### src/stats_pkg.sv
package stats_pkg;
	localparam int unsigned CNT_W         = 32;
	localparam int unsigned OCTET_W       = 16;
	localparam int unsigned LEN_W         = 16;
	localparam int unsigned NUM_CNT       = 9;

	// register byte offsets
	localparam logic [7:0] OFS_READABLE   = 8'h00;
	localparam logic [7:0] OFS_OCTETS     = 8'h04;
	localparam logic [7:0] OFS_COLLISION  = 8'h08;
	localparam logic [7:0] OFS_FCS_ERR    = 8'h0c;
	localparam logic [7:0] OFS_ALIGN_ERR  = 8'h10;
	localparam logic [7:0] OFS_TOO_LONG   = 8'h14;
	localparam logic [7:0] OFS_SHORT      = 8'h18;
	localparam logic [7:0] OFS_LATE       = 8'h1c;
	localparam logic [7:0] OFS_VERY_LONG  = 8'h20;
	localparam logic [7:0] OFS_SQE_STATUS = 8'h24;
	localparam logic [7:0] OFS_CONTROL    = 8'h28;

	// sqe status / control fields
	localparam int unsigned SQE_DET_BIT   = 0;
	localparam int unsigned SQE_LIVE_BIT  = 1;
	localparam int unsigned SQE_ACT_LSB   = 2;
	localparam int unsigned CTRL_ACT_LSB  = 0;
	localparam logic [1:0] SQE_ACT_RESET  = 2'h0;

	// counter indices
	localparam int unsigned IDX_READABLE  = 0;
	localparam int unsigned IDX_OCTETS    = 1;
	localparam int unsigned IDX_COLLISION = 2;
	localparam int unsigned IDX_FCS_ERR   = 3;
	localparam int unsigned IDX_ALIGN_ERR = 4;
	localparam int unsigned IDX_TOO_LONG  = 5;
	localparam int unsigned IDX_SHORT     = 6;
	localparam int unsigned IDX_LATE      = 7;
	localparam int unsigned IDX_VERY_LONG = 8;

	// frame sizes in octets
	localparam logic [OCTET_W-1:0] FRAME_SIZE_FLOOR   = 16'h0040;
	localparam logic [OCTET_W-1:0] FRAME_SIZE_CEILING = 16'h05ee;

	// timing
	localparam int unsigned CLK_PERIOD_NS = 5;
	localparam int unsigned BIT_TIME_NS   = 100;
	localparam int unsigned BIT_CYCLES    = (BIT_TIME_NS + CLK_PERIOD_NS - 1) / CLK_PERIOD_NS;
	localparam logic [LEN_W-1:0] SHORT_EVENT_LIMIT   = 16'h004c;
	localparam logic [LEN_W-1:0] LATE_EVENT_LIMIT    = 16'h01e0;
	localparam int unsigned JABBER_LOCKUP_BITS       = 50000;

	typedef enum logic [1:0] {
		APB_IDLE,
		APB_WAIT,
		APB_DONE
	} apb_state_t;
endpackage

### src/port_statistics.sv
`timescale 1ns/10ps
`default_nettype none
module port_statistics
#(
	parameter int unsigned JABBER_LOCKUP_TIMER = stats_pkg::JABBER_LOCKUP_BITS
)
(
	input  wire logic                            pclk,                 // 200 MHz clock
	input  wire logic                            presetn,              // async reset, low
	input  wire logic                            psel,                 // apb select
	input  wire logic                            penable,              // apb access phase
	input  wire logic                            pwrite,               // apb write
	input  wire logic [7:0]                      paddr,                // apb byte address
	input  wire logic [31:0]                     pwdata,               // apb write data
	output logic      [31:0]                     prdata,               // apb read data
	output logic                                 pready,               // apb ready
	output logic                                 pslverr,              // apb error
	input  wire logic                            port_carrier,         // carrier on this port
	input  wire logic                            net_carrier,          // carrier on any port
	input  wire logic                            collision_seen,       // collision on this port
	input  wire logic                            collision_input_sqe,  // collision input is sqe
	input  wire logic                            frame_done,           // pulse: frame received
	input  wire logic [stats_pkg::OCTET_W-1:0]   octet_tally,          // octets of that frame
	input  wire logic                            check_sequence_fault, // frame fcs bad
	input  wire logic                            framing_fault,        // frame not octet aligned
	input  wire logic                            sqe_test_seen,        // pulse: sqe test message
	output logic                                 sqe_detected,         // sticky sqe test seen
	output logic      [1:0]                      sqe_action            // action being taken
);
	localparam logic [stats_pkg::LEN_W-1:0] JABBER_LIMIT = stats_pkg::LEN_W'(JABBER_LOCKUP_TIMER);

	// ---- activity measurement on this port
	wire [stats_pkg::LEN_W-1:0] activity_length;
	wire                        port_end;

	activity_timer u_timer
	(
		.pclk            (pclk),
		.presetn         (presetn),
		.active          (port_carrier),
		.activity_length (activity_length),
		.episode_end     (port_end)
	);

	// ---- per-episode flags
	logic net_carrier_q;
	logic net_coll_flag;
	logic port_coll_flag;
	logic late_flag;
	logic sqe_q;

	wire net_end   = net_carrier_q && !net_carrier;
	wire net_start = net_carrier && !net_carrier_q;
	wire sqe_rise  = collision_input_sqe && !sqe_q;
	wire late_hit  = port_carrier && sqe_rise && (activity_length > stats_pkg::LATE_EVENT_LIMIT);

	always_ff @(posedge pclk or negedge presetn)
	begin
		if (!presetn)
		begin
			net_carrier_q <= 1'b0;
			sqe_q         <= 1'b0;
		end
		else
		begin
			net_carrier_q <= net_carrier;
			sqe_q         <= collision_input_sqe;
		end
	end

	// collision during any network episode; a late hit counts as one too
	always_ff @(posedge pclk or negedge presetn)
	begin
		if (!presetn)
			net_coll_flag <= 1'b0;
		else if (net_start || net_end)
			net_coll_flag <= net_start && collision_seen;
		else if (net_carrier && (collision_seen || late_hit))
			net_coll_flag <= 1'b1;
	end

	// late flag lives for one port episode; cleared after its end is counted
	always_ff @(posedge pclk or negedge presetn)
	begin
		if (!presetn)
			late_flag <= 1'b0;
		else if (late_hit)
			late_flag <= 1'b1;
		else if (port_end)
			late_flag <= 1'b0;
	end

	// collision seen while this port carried a frame
	always_ff @(posedge pclk or negedge presetn)
	begin
		if (!presetn)
			port_coll_flag <= 1'b0;
		else if (port_carrier && collision_seen)
			port_coll_flag <= 1'b1;
		else if (frame_done && !port_carrier)
			port_coll_flag <= 1'b0;
	end

	// ---- frame classification
	wire frame_coll = port_coll_flag || collision_seen;
	wire in_range   = (octet_tally >= stats_pkg::FRAME_SIZE_FLOOR) &&
	                  (octet_tally <= stats_pkg::FRAME_SIZE_CEILING);
	wire too_long   = octet_tally > stats_pkg::FRAME_SIZE_CEILING;

	wire readable   = frame_done && in_range && !check_sequence_fault && !frame_coll;
	wire fcs_err    = frame_done && in_range && check_sequence_fault && !framing_fault && !frame_coll;
	wire align_err  = frame_done && in_range && check_sequence_fault && framing_fault && !frame_coll;
	wire oversize   = frame_done && too_long;

	// ---- episode classification, evaluated on the carrier drop
	wire short_ev   = port_end && (activity_length < stats_pkg::SHORT_EVENT_LIMIT);
	wire late_ev    = port_end && (late_flag || late_hit);
	wire very_long  = port_end && (activity_length > JABBER_LIMIT);
	// a late hit on the very drop edge must still reach the collision count
	wire coll_ev    = net_end && (net_coll_flag || collision_seen || late_hit);

	// ---- counters
	wire [stats_pkg::NUM_CNT-1:0]  cnt_inc;
	wire [stats_pkg::OCTET_W-1:0]  cnt_amt [stats_pkg::NUM_CNT];
	wire [stats_pkg::CNT_W-1:0]    cnt_val [stats_pkg::NUM_CNT];

	assign cnt_inc[stats_pkg::IDX_READABLE]  = readable;
	assign cnt_inc[stats_pkg::IDX_OCTETS]    = readable;
	assign cnt_inc[stats_pkg::IDX_COLLISION] = coll_ev;
	assign cnt_inc[stats_pkg::IDX_FCS_ERR]   = fcs_err;
	assign cnt_inc[stats_pkg::IDX_ALIGN_ERR] = align_err;
	assign cnt_inc[stats_pkg::IDX_TOO_LONG]  = oversize;
	assign cnt_inc[stats_pkg::IDX_SHORT]     = short_ev;
	assign cnt_inc[stats_pkg::IDX_LATE]      = late_ev;
	assign cnt_inc[stats_pkg::IDX_VERY_LONG] = very_long;

	genvar g;
	generate
		for (g = 0; g < stats_pkg::NUM_CNT; g++)
		begin : g_cnt
			// only the octet counter adds the tally, the rest count by one
			assign cnt_amt[g] = (g == stats_pkg::IDX_OCTETS) ? octet_tally : 16'h0001;
			stat_counter u_cnt
			(
				.pclk    (pclk),
				.presetn (presetn),
				.inc     (cnt_inc[g]),
				.amount  (cnt_amt[g]),
				.count   (cnt_val[g])
			);
		end
	endgenerate

	// ---- sqe test reporting
	logic sqe_live;
	logic [1:0] sqe_live_cnt;

	// live stays up until the fourth network episode end after the last message; cheap stretch
	always_ff @(posedge pclk or negedge presetn)
	begin
		if (!presetn)
		begin
			sqe_live     <= 1'b0;
			sqe_live_cnt <= 2'h0;
		end
		else if (sqe_test_seen)
		begin
			sqe_live     <= 1'b1;
			sqe_live_cnt <= 2'h3;
		end
		else if (net_end)
		begin
			if (sqe_live_cnt == 2'h0)
				sqe_live <= 1'b0;
			else
				sqe_live_cnt <= sqe_live_cnt - 2'h1;
		end
	end

	// ---- apb slave
	stats_pkg::apb_state_t state;
	stats_pkg::apb_state_t next_state;

	function automatic logic [3:0] counter_index(input logic [7:0] addr);
		counter_index = addr[5:2];
	endfunction

	function automatic logic is_counter(input logic [7:0] addr);
		is_counter = (addr[1:0] == 2'h0) && (addr <= stats_pkg::OFS_VERY_LONG);
	endfunction

	wire        access     = psel && penable && (state == stats_pkg::APB_WAIT);
	wire        hit_cnt    = is_counter(paddr);
	wire        hit_status = paddr == stats_pkg::OFS_SQE_STATUS;
	wire        hit_ctrl   = paddr == stats_pkg::OFS_CONTROL;
	wire        mapped     = hit_cnt || hit_status || hit_ctrl;
	wire        wr_status  = access && pwrite && hit_status;
	wire        wr_ctrl    = access && pwrite && hit_ctrl;
	// counters are read only: a write there is refused with an error
	wire        bad_access = !mapped || (pwrite && hit_cnt);

	wire [31:0] status_word = {28'h0000000, sqe_action, sqe_live, sqe_detected};
	wire [31:0] ctrl_word   = {30'h00000000, sqe_action};
	wire [31:0] cnt_word    = hit_cnt ? cnt_val[counter_index(paddr)] : 32'h00000000;
	wire [31:0] read_word   = hit_cnt    ? cnt_word :
	                          hit_status ? status_word :
	                          hit_ctrl   ? ctrl_word : 32'h00000000;

	always_comb
	begin
		next_state = state;
		case (state)
			stats_pkg::APB_IDLE:
				if (psel && !penable)
					next_state = stats_pkg::APB_WAIT;
			stats_pkg::APB_WAIT:
				if (psel && penable)
					next_state = stats_pkg::APB_DONE;
			stats_pkg::APB_DONE:
				next_state = (psel && !penable) ? stats_pkg::APB_WAIT : stats_pkg::APB_IDLE;
			default:
				next_state = stats_pkg::APB_IDLE;
		endcase
	end

	always_ff @(posedge pclk or negedge presetn)
	begin
		if (!presetn)
			state <= stats_pkg::APB_IDLE;
		else
			state <= next_state;
	end

	// one wait state: the whole word is captured at one edge so an
	// increment in the same cycle cannot tear it
	always_ff @(posedge pclk or negedge presetn)
	begin
		if (!presetn)
		begin
			pready  <= 1'b0;
			pslverr <= 1'b0;
			prdata  <= 32'h00000000;
		end
		else
		begin
			pready  <= access;
			pslverr <= access && bad_access;
			if (access && !pwrite && !bad_access)
				prdata <= read_word;
			else
				prdata <= 32'h00000000;
		end
	end

	// sticky detect: write one clears, a new message in the same cycle wins
	always_ff @(posedge pclk or negedge presetn)
	begin
		if (!presetn)
			sqe_detected <= 1'b0;
		else if (sqe_test_seen)
			sqe_detected <= 1'b1;
		else if (wr_status && pwdata[stats_pkg::SQE_DET_BIT])
			sqe_detected <= 1'b0;
	end

	always_ff @(posedge pclk or negedge presetn)
	begin
		if (!presetn)
			sqe_action <= stats_pkg::SQE_ACT_RESET;
		else if (wr_ctrl)
			sqe_action <= pwdata[stats_pkg::CTRL_ACT_LSB +: 2];
	end
endmodule
`default_nettype wire

### src/stat_counter.sv
`timescale 1ns/10ps
`default_nettype none
module stat_counter
(
	input  wire logic                           pclk,    // clock
	input  wire logic                           presetn, // async reset, low
	input  wire logic                           inc,     // add amount this cycle
	input  wire logic [stats_pkg::OCTET_W-1:0]  amount,  // value to add
	output logic      [stats_pkg::CNT_W-1:0]    count    // running total
);
	// wraps past all ones by plain modular add; a count by one wraps to zero
	always_ff @(posedge pclk or negedge presetn)
	begin
		if (!presetn)
			count <= '0;
		else if (inc)
			count <= count + {{(stats_pkg::CNT_W-stats_pkg::OCTET_W){1'b0}}, amount};
	end
endmodule
`default_nettype wire

### src/activity_timer.sv
`timescale 1ns/10ps
`default_nettype none
module activity_timer
(
	input  wire logic                         pclk,            // clock
	input  wire logic                         presetn,         // async reset, low
	input  wire logic                         active,          // carrier present
	output logic      [stats_pkg::LEN_W-1:0]  activity_length, // bit times so far
	output logic                              episode_end      // pulse on carrier drop
);
	localparam int unsigned DIV_W = $clog2(stats_pkg::BIT_CYCLES);
	localparam logic [DIV_W-1:0] DIV_LAST = DIV_W'(stats_pkg::BIT_CYCLES - 1);

	logic [DIV_W-1:0] div;
	logic             active_q;
	wire              bit_tick = active && (div == DIV_LAST);
	wire              len_full = &activity_length;

	// divider restarts each episode so length is measured from carrier start
	always_ff @(posedge pclk or negedge presetn)
	begin
		if (!presetn)
		begin
			div             <= '0;
			active_q        <= 1'b0;
			activity_length <= '0;
			episode_end     <= 1'b0;
		end
		else
		begin
			active_q    <= active;
			episode_end <= active_q && !active;
			if (!active)
				div <= '0;
			else if (bit_tick)
				div <= '0;
			else
				div <= div + 1'b1;
			// length holds after the drop so the end can be classified
			if (active && !active_q)
				activity_length <= '0;
			else if (bit_tick && !len_full)
				activity_length <= activity_length + 1'b1;
		end
	end
endmodule
`default_nettype wire

### config.mk
export PLATFORM = sky130hd
export DESIGN_NAME = port_statistics
export DESIGN_NICKNAME = d
export VERILOG_FILES = /design/src/stats_pkg.sv /design/src/port_statistics.sv /design/src/stat_counter.sv /design/src/activity_timer.sv
export SDC_FILE = /design/constraint.sdc
export NUM_CORES = 1
export LEC_CHECK = 0
export BUFFER_PORTS_ARGS = -buffer_cell sky130_fd_sc_hd__clkbuf_2
export CORE_MARGIN = 1.5
export CORE_UTILIZATION = 52
export DETAILED_ROUTE_END_ITERATION = 8
export PLACE_DENSITY = 0.73
export SYNTH_ARGS = -nofsm -noshare
export SYNTH_HDL_FRONTEND = slang
export SYNTH_HIERARCHICAL = 1
export SYNTH_SLANG_ARGS = --single-unit
### constraint.sdc
create_clock -name pclk -period 3.4 [get_ports pclk]
set_clock_uncertainty 0.1 [all_clocks]
set_input_delay 0.51 -clock pclk [delete_from_list [all_inputs] [get_ports pclk]]
set_output_delay 0.51 -clock pclk [all_outputs]
set_load 0.01 [all_outputs]
### Word-level counts from Yosys, hierarchy flattened

Index checks and enable logic that the tools add are counted.

| word-level totals | value |
|---|---|
| logic and storage cells | 159 |
| bits of input ports | 69 |
| flip-flop bits (word level) | 358 |

| cells by class | value |
|---|---|
| mux-type cells | 29 |
| $add $sub $neg | 12 |
| equal/unequal tests | 8 |
| magnitude comparators | 8 |
| reduce and logical (&&, ||, !) cells | 75 |
| bitwise gates (word level) | 1 |

Operators with widths:

| kind | count |
|---|---|
| adder 32 x 1 -> 32 bit (second input constant) | 8 |
| binary-select mux 32 bit (select 4 bit) | 1 |
| 2-to-1 mux 32 bit | 4 |
| logical AND 1 bit | 39 |
| adder 32 x 16 -> 32 bit | 1 |
| 2-to-1 mux 16 bit | 2 |
| adder 16 x 1 -> 16 bit (second input constant) | 1 |
| == test 8 x 6 -> 1 bit (second input constant) | 2 |
| greater-or-equal comparator 16 x 7 -> 1 bit (second input constant) | 1 |
| greater-than comparator 16 x 11 -> 1 bit (second input constant) | 1 |
| greater-than comparator 16 bit (second input constant) | 1 |
| greater-than comparator 16 x 9 -> 1 bit (second input constant) | 1 |
| <= comparator 16 x 11 -> 1 bit (second input constant) | 1 |
| < comparator 16 x 7 -> 1 bit (second input constant) | 1 |
| AND reduction 16 bit | 1 |
| nonzero test 2 bit | 7 |
| zero test 1 bit | 13 |
| 2-to-1 mux 1 bit | 12 |
| 2-to-1 mux 2 bit | 6 |
| 2-to-1 mux 5 bit | 2 |
| logical OR 1 bit | 9 |
| <= comparator 8 x 6 -> 1 bit (second input constant) | 1 |
| zero test 2 bit | 3 |
| one-hot mux 2 bit (3 select lines) | 1 |
| 11 further kinds | 14 |

### Logic depth before layout (Yosys ltp)

| logic depth | value |
|---|---|
| depth in word-level cells | 9 |
| gate-level depth with buffers | 10 |

### Hierarchy

The synthesis kept the hierarchy.

By module, submodules not included:

| module | cells an instance | sequential area each (um^2) | instances | area each (um^2) |
|---|---|---|---|---|
| stat_counter (g_cnt[0].u_cnt ...) | 210 | 800.8 | 6 | 2227.1 |
| stat_counter (g_cnt[7].u_cnt ...) | 255 | 800.8 | 2 | 2362.3 |
| port_statistics | 343 | 1176.1 | 1 | 4270.3 |
| stat_counter (g_cnt[6].u_cnt) | 209 | 800.8 | 1 | 2125.8 |
| activity_timer | 125 | 575.6 | 1 | 1257.5 |

### Worst setup path before layout

OpenSTA, ideal clock, no wires.

| timing | value |
|---|---|
| path kind | in2reg |
| start | input port octet_tally[9] (netlist bit) |
| end | register g_cnt[1].u_cnt/count[29] (netlist bit) |
| path buffers | 0 |
| cell stages on the path | 8 |
| path slack | -3 ps |
| setup time | 125 ps |
| data arrival time | 3178 ps |
| cells stage by stage | nand4bb_1 nor4b_1 o21ai_0 nor4_1 and3_1 nor4b_1 o2111ai_1 xnor2_1 |

| on the way | value |
|---|---|
| cells in the longest elaborated chain, start to end | 5 |

Ends and longest elaborated chain:

| element | RTL line | text |
|---|---|---|
| from (decl) | port_statistics.sv:23 | `input wire logic [stats_pkg::OCTET_W-1:0] octet_tally,` |
| greater-or-equal comparator 16 x 7 -> 1 bit or <= comparator 16 x 11 -> 1 bit (tied branches) | port_statistics.sv:106, port_statistics.sv:107 |  |
| logical AND 1 bit (*) | port_statistics.sv:106 | `wire in_range = (octet_tally >= stats_pkg::FRAME_SIZE_FLOOR) &&` |
| logical AND 1 bit (*) (3 in a row) | port_statistics.sv:110 | `wire readable = frame_done && in_range && !check_sequence_fault && !frame_coll;` |
| net readable | port_statistics.sv:110 |  |
| to (signal assigned) | stat_counter.sv:17 | `count <= count + {{(stats_pkg::CNT_W-stats_pkg::OCTET_W){1'b0}}, amount};` |
| to (decl) | stat_counter.sv:9 | `output logic [stats_pkg::CNT_W-1:0] count` |

The timed path passes the listed nets; every way through them passes the cells marked *.
A chain may end at the register's enable or synchronous reset.

### Final worst setup path

| timing | value |
|---|---|
| start | input port collision_input_sqe |
| end | register g_cnt[7].u_cnt/count[30] (netlist bit) |

| on the way | value |
|---|---|
| cells in the longest elaborated chain, start to end | 5 |

Ends and longest elaborated chain:

| element | RTL line | text |
|---|---|---|
| from (decl) | port_statistics.sv:21 | `input wire logic collision_input_sqe,` |
| logical AND 1 bit | port_statistics.sv:54 | `wire sqe_rise = collision_input_sqe && !sqe_q;` |
| logical AND 1 bit (2 in a row) | port_statistics.sv:55 | `wire late_hit = port_carrier && sqe_rise && (activity_length > stats_pkg::LATE_EVENT_LIMIT);` |
| logical OR 1 bit | port_statistics.sv:117 | `wire late_ev = port_end && (late_flag \|\| late_hit);` |
| logical AND 1 bit | port_statistics.sv:117 |  |
| net late_ev | port_statistics.sv:117 |  |
| to (signal assigned) | stat_counter.sv:17 |  |
| to (decl) | stat_counter.sv:9 |  |

The timed path passes the listed nets, and every way through them passes these cells.

==> qor.tcl <==
set qor(hold_viol_final) 0
set qor(achievable-frequency_mhz) 316
set qor(timing.critical_path.arrival_ns) 3.58
set qor(routed-via-count) 20780
set qor(drc) 0
set qor(share_clk_of_total_power_pct) 30.8
set qor(antenna_cells_inserted) 0
set qor(post_cts_setup_buffers) 0
set qor(synth_seq_area_share_pct) 34.8
set qor(area.growth.synth_to_final_pct) 12.1
set qor(netlist.area_leader.share_pct) 34.8
set qor(floorplan.initialDensity_pct) 52.7
set qor(rsz0062_at_grt) {false}
set qor(worst_hold_path_type) {input pin to flip-flop}
set qor(final.hold.worst_slack_ns) 0.0392
set qor(cts.path.max_buffers) 3
set qor(r2r_cells) 10
set qor(grt.total_usage_pct) 27.7
set qor(crit-reg2reg-launch) {u_timer/activity_length[0]$_DFFE_PN0P_}
set qor(synth.largest_area_cell) {dfrtp_1}
set qor(critPathCapture) {g_cnt[7].u_cnt/count[30]$_DFFE_PN0P_}
set qor(ys_async_sr_fraction_pct) 100
set qor(switchingPower_mw) 5.23
set qor(power_frac_seq_pct) 36.1
set qor(htree_num_levels) 2
set qor(dp_hpwl_um) 53200
set qor(final_nets) 2901
set qor(final_period_minus_worst_setup_slack_ns) 3.17
set qor(setup-tns-final_ns) 0
set qor(grt_first_pass_wirelength_um) 111000
set qor(port_buffers) 75
set qor(rows) 81
set qor(worst_ir_drop_vdd_mv) 0.367
set qor(slew_headroom_pct) 26.2
set qor(synth_edf_count) 0
set qor(worst_setup_start_kind) {input pin}
set qor(avgSynthCellArea_um2) 10.5
set qor(synth_most_common_cell) {dfrtp_1}
set qor(most_frequently_used_flop_master_after_synthesis) {dfrtp_1}
set qor(worst_pin_slew_ns) 1.10
set qor(grt_overflow_total) 0
set qor(design.die.area_mm2) 0.0508
set qor(internal_cell_power_mw) 9.46
set qor(end_kind) {flip-flop}
set qor(n_fill_cell) 4045
set qor(synth_cell_types) 95
set qor(tritoncts) {built}
set qor(replace_congestion) 0.958
set qor(setup_viol) 0
set qor(drt_first_pass_iters) 7
set qor(routed_wire_length_per_instance_um) 20.6
set qor(synth.ff_latch_count) 358
set qor(clk_transition_reported_paths_ns) 0.06
set qor(p_leak_nw) 13.0
set qor(maximum_number_of_pins_on_one_net_before_global_route_repair) 97
set qor(syn-cell-area_mm2) 0.0257
set qor(power_switching_share_pct) 35.6
set qor(synth.yosys.warnings) 6
set qor(final.period_utilization_pct) 93.1
set qor(io_pins) 106
set qor(routed_wl_um) 69400
set qor(status) {finished, final reports clean}
set qor(drive_above_1_share_pct) 20.5
set qor(cts_inserted_buffers) 43
set qor(final-max-slew-violation-count) 0
set qor(die_height_um) 225
set qor(clock_tree.root_cell) {clkbuf_16}
set qor(startpoint) {collision_input_sqe}
set qor(first_global_vias) 20133
set qor(synth_common_cells) {dfrtp_1 (358), a21oi_1 (171), ha_1 (149), nand2_1 (149), xnor2_1 (144)}
set qor(die_w_um) 225
set qor(setup.worst_path.class) {input pin to flip-flop}
set qor(data_required_critical_path_ns) 3.81
set qor(worst_skew_pair.late_latency_ns) 0.59
set qor(number_of_drc_markers_after_the_initial_detailed_route_iteration) 2077
set qor(pwr-share-comb_pct) 33.1
set qor(core_area_mm2) 0.0488
set qor(power_density_mw_per_mm2) 509
set qor(worst-r2r-setup-slack_ns) 0.28
set qor(reg2reg_to) {g_cnt[7].u_cnt/count[30]$_DFFE_PN0P_}
set qor(antenna_violating_nets_post_route) 0
set qor(top_cells_by_area_synth) {dfrtp_1 (35%), ha_1 (7.2%), mux4_2 (5.6%)}
set qor(crit_path_max_fanout) 5
set qor(route.detailed.vias_per_inst) 6.17
set qor(number_of_antenna_violations_at_the_first_check_in_global_routing) 0
set qor(clkSinkCount) 358
set qor(post_synth_inst_count) 2447
set qor(max_cap_viol_count) 0
[kinds of logic after synthesis]
family                   count (synthesis)  share of synthesized area (%)
AO/OA/AOI/OAI                          657                           19.5
AND/OR/NAND/NOR                        642                           13.6
flip-flops                             358                           34.8
XOR/XNOR                               244                           8.30
multiplexers                           227                           12.6
buffers and inverters                  159                           3.28
adder cells (fa/ha/maj)                158                           7.94
other                                    2                         0.0292
[worst min path at each step]
stage,cells past startpoint,end,slack [ns],from
final,2,sqe_action[1]$_DFFE_PN0P_,0.04,pwdata[1]
after CTS,2,sqe_action[1]$_DFFE_PN0P_,0.01,pwdata[1]
after global routing,2,sqe_action[1]$_DFFE_PN0P_,0.03,pwdata[1]
after global placement,1,u_timer/div[0]$_DFF_PN0_,0.34,u_timer/div[0]$_DFF_PN0_
after floorplan,0,g_cnt[0].u_cnt/count[0]$_DFFE_PN0P_,0.11,presetn
after detailed placement,1,u_timer/div[0]$_DFF_PN0_,0.35,u_timer/div[0]$_DFF_PN0_
[metrics by stage]
stage | instance area (um^2) | total power, mW | instances | util (%) | setup WS, ns
finish | 28800 | 14.7 | 3370 | 59.1 | 0.233
global route | 28800 | 15.5 | 3370 | 59.1 | 0.0637
CTS | 28800 | 14.5 | 3370 | 59.0 | 0.0933
detailed placement | 27400 | 9.94 | 3288 | 56.1 | -0.0119
global placement | 27400 | 9.76 | 3288 | 56.1 | 0.0990
floorplan | 26300 | 8.87 | 2581 | - | 0.331
[layer usage]
layer	GRT usage (%)	up-vias	routed length (um)
met4	8.57	0	2070
met5	0	-	0
met1	38.4	10321	30500
met3	3.92	115	4120
li1	-	9640	-
met2	44.9	704	32700
[what timing repair did]
item,in CTS,in global routing
setup endpoints to repair,0,3
endpoints found under the hold margin,90,0
hold buffers,5,0
resized for setup,0,1
[placed cells by master (no fill, tap or decap), types with 14 or more instances in the layout]
cell type	synthesis	routed
nand4_1	49	49
o21bai_1	20	20
nor2b_1	15	15
mux2i_1	37	37
a221oi_2	14	14
dfrtp_1	358	358
clkbuf_2	0	72
mux4_2	64	64
and3_2	21	21
nand3_1	112	112
o2111ai_1	29	29
o311ai_0	16	16
inv_1	68	67
buf_4	14	52
a21oi_1	171	170
xor2_1	100	100
clkbuf_16	0	43
nand2_1	149	149
o21ai_0	111	111
conb_1	2	136
o211ai_1	15	15
nor2_1	93	93
mux2_2	124	124
ha_1	149	149
nor3_1	35	35
a21o_1	68	68
a211oi_2	19	19
xnor2_1	144	144
a211oi_1	35	35
and3_1	37	37
[power by group through the flow]
stage	registers [mW]	logic [mW]	clock network (mW)
floorplan	5.11	3.77	0
global placement	5.34	4.42	0
detailed placement	5.37	4.57	0
CTS	5.29	4.61	4.62
global route	5.35	5.31	4.79
finish	5.30	4.86	4.53
[final cells by class]
| type | count | area, um^2 | share of cell area, % |
|---|---|---|---|
| Clock buffer | 62 | 1230 | 4.25 |
| Clock inverter | 15 | 144 | 0.499 |
| Inverter | 70 | 263 | 0.911 |
| Multi-Input combinational cell | 2064 | 16500 | 57.1 |
| Sequential cell | 358 | 8960 | 31.1 |
| Tap cell | 664 | 831 | 2.88 |
| Timing Repair Buffer | 137 | 941 | 3.26 |
[registers in the layout (all words and copies together) (netlist names), 2 cells and up]
| signal | cells |
|---|---|
| u_timer/div | 5 |
| state | 2 |
| sqe_action | 2 |
| u_timer/activity_length | 16 |
| sqe_live_cnt | 2 |
| g_cnt.u_cnt/count | 288 |
| prdata | 32 |
[critical path, stage by stage]
cell and delay, ns:
dlygate4sd3_1 0.52, clkbuf_2 0.11, nand2_1 0.08, a2111oi_2 0.38, or2_2 0.21, o21a_1 0.37, nand3_2 0.16, or3_4 0.45
nor3_1 0.31, nand4_1 0.15, nor3_2 0.16, xor2_1 0.17
Note: power is estimated with default switching activity, not from simulation.
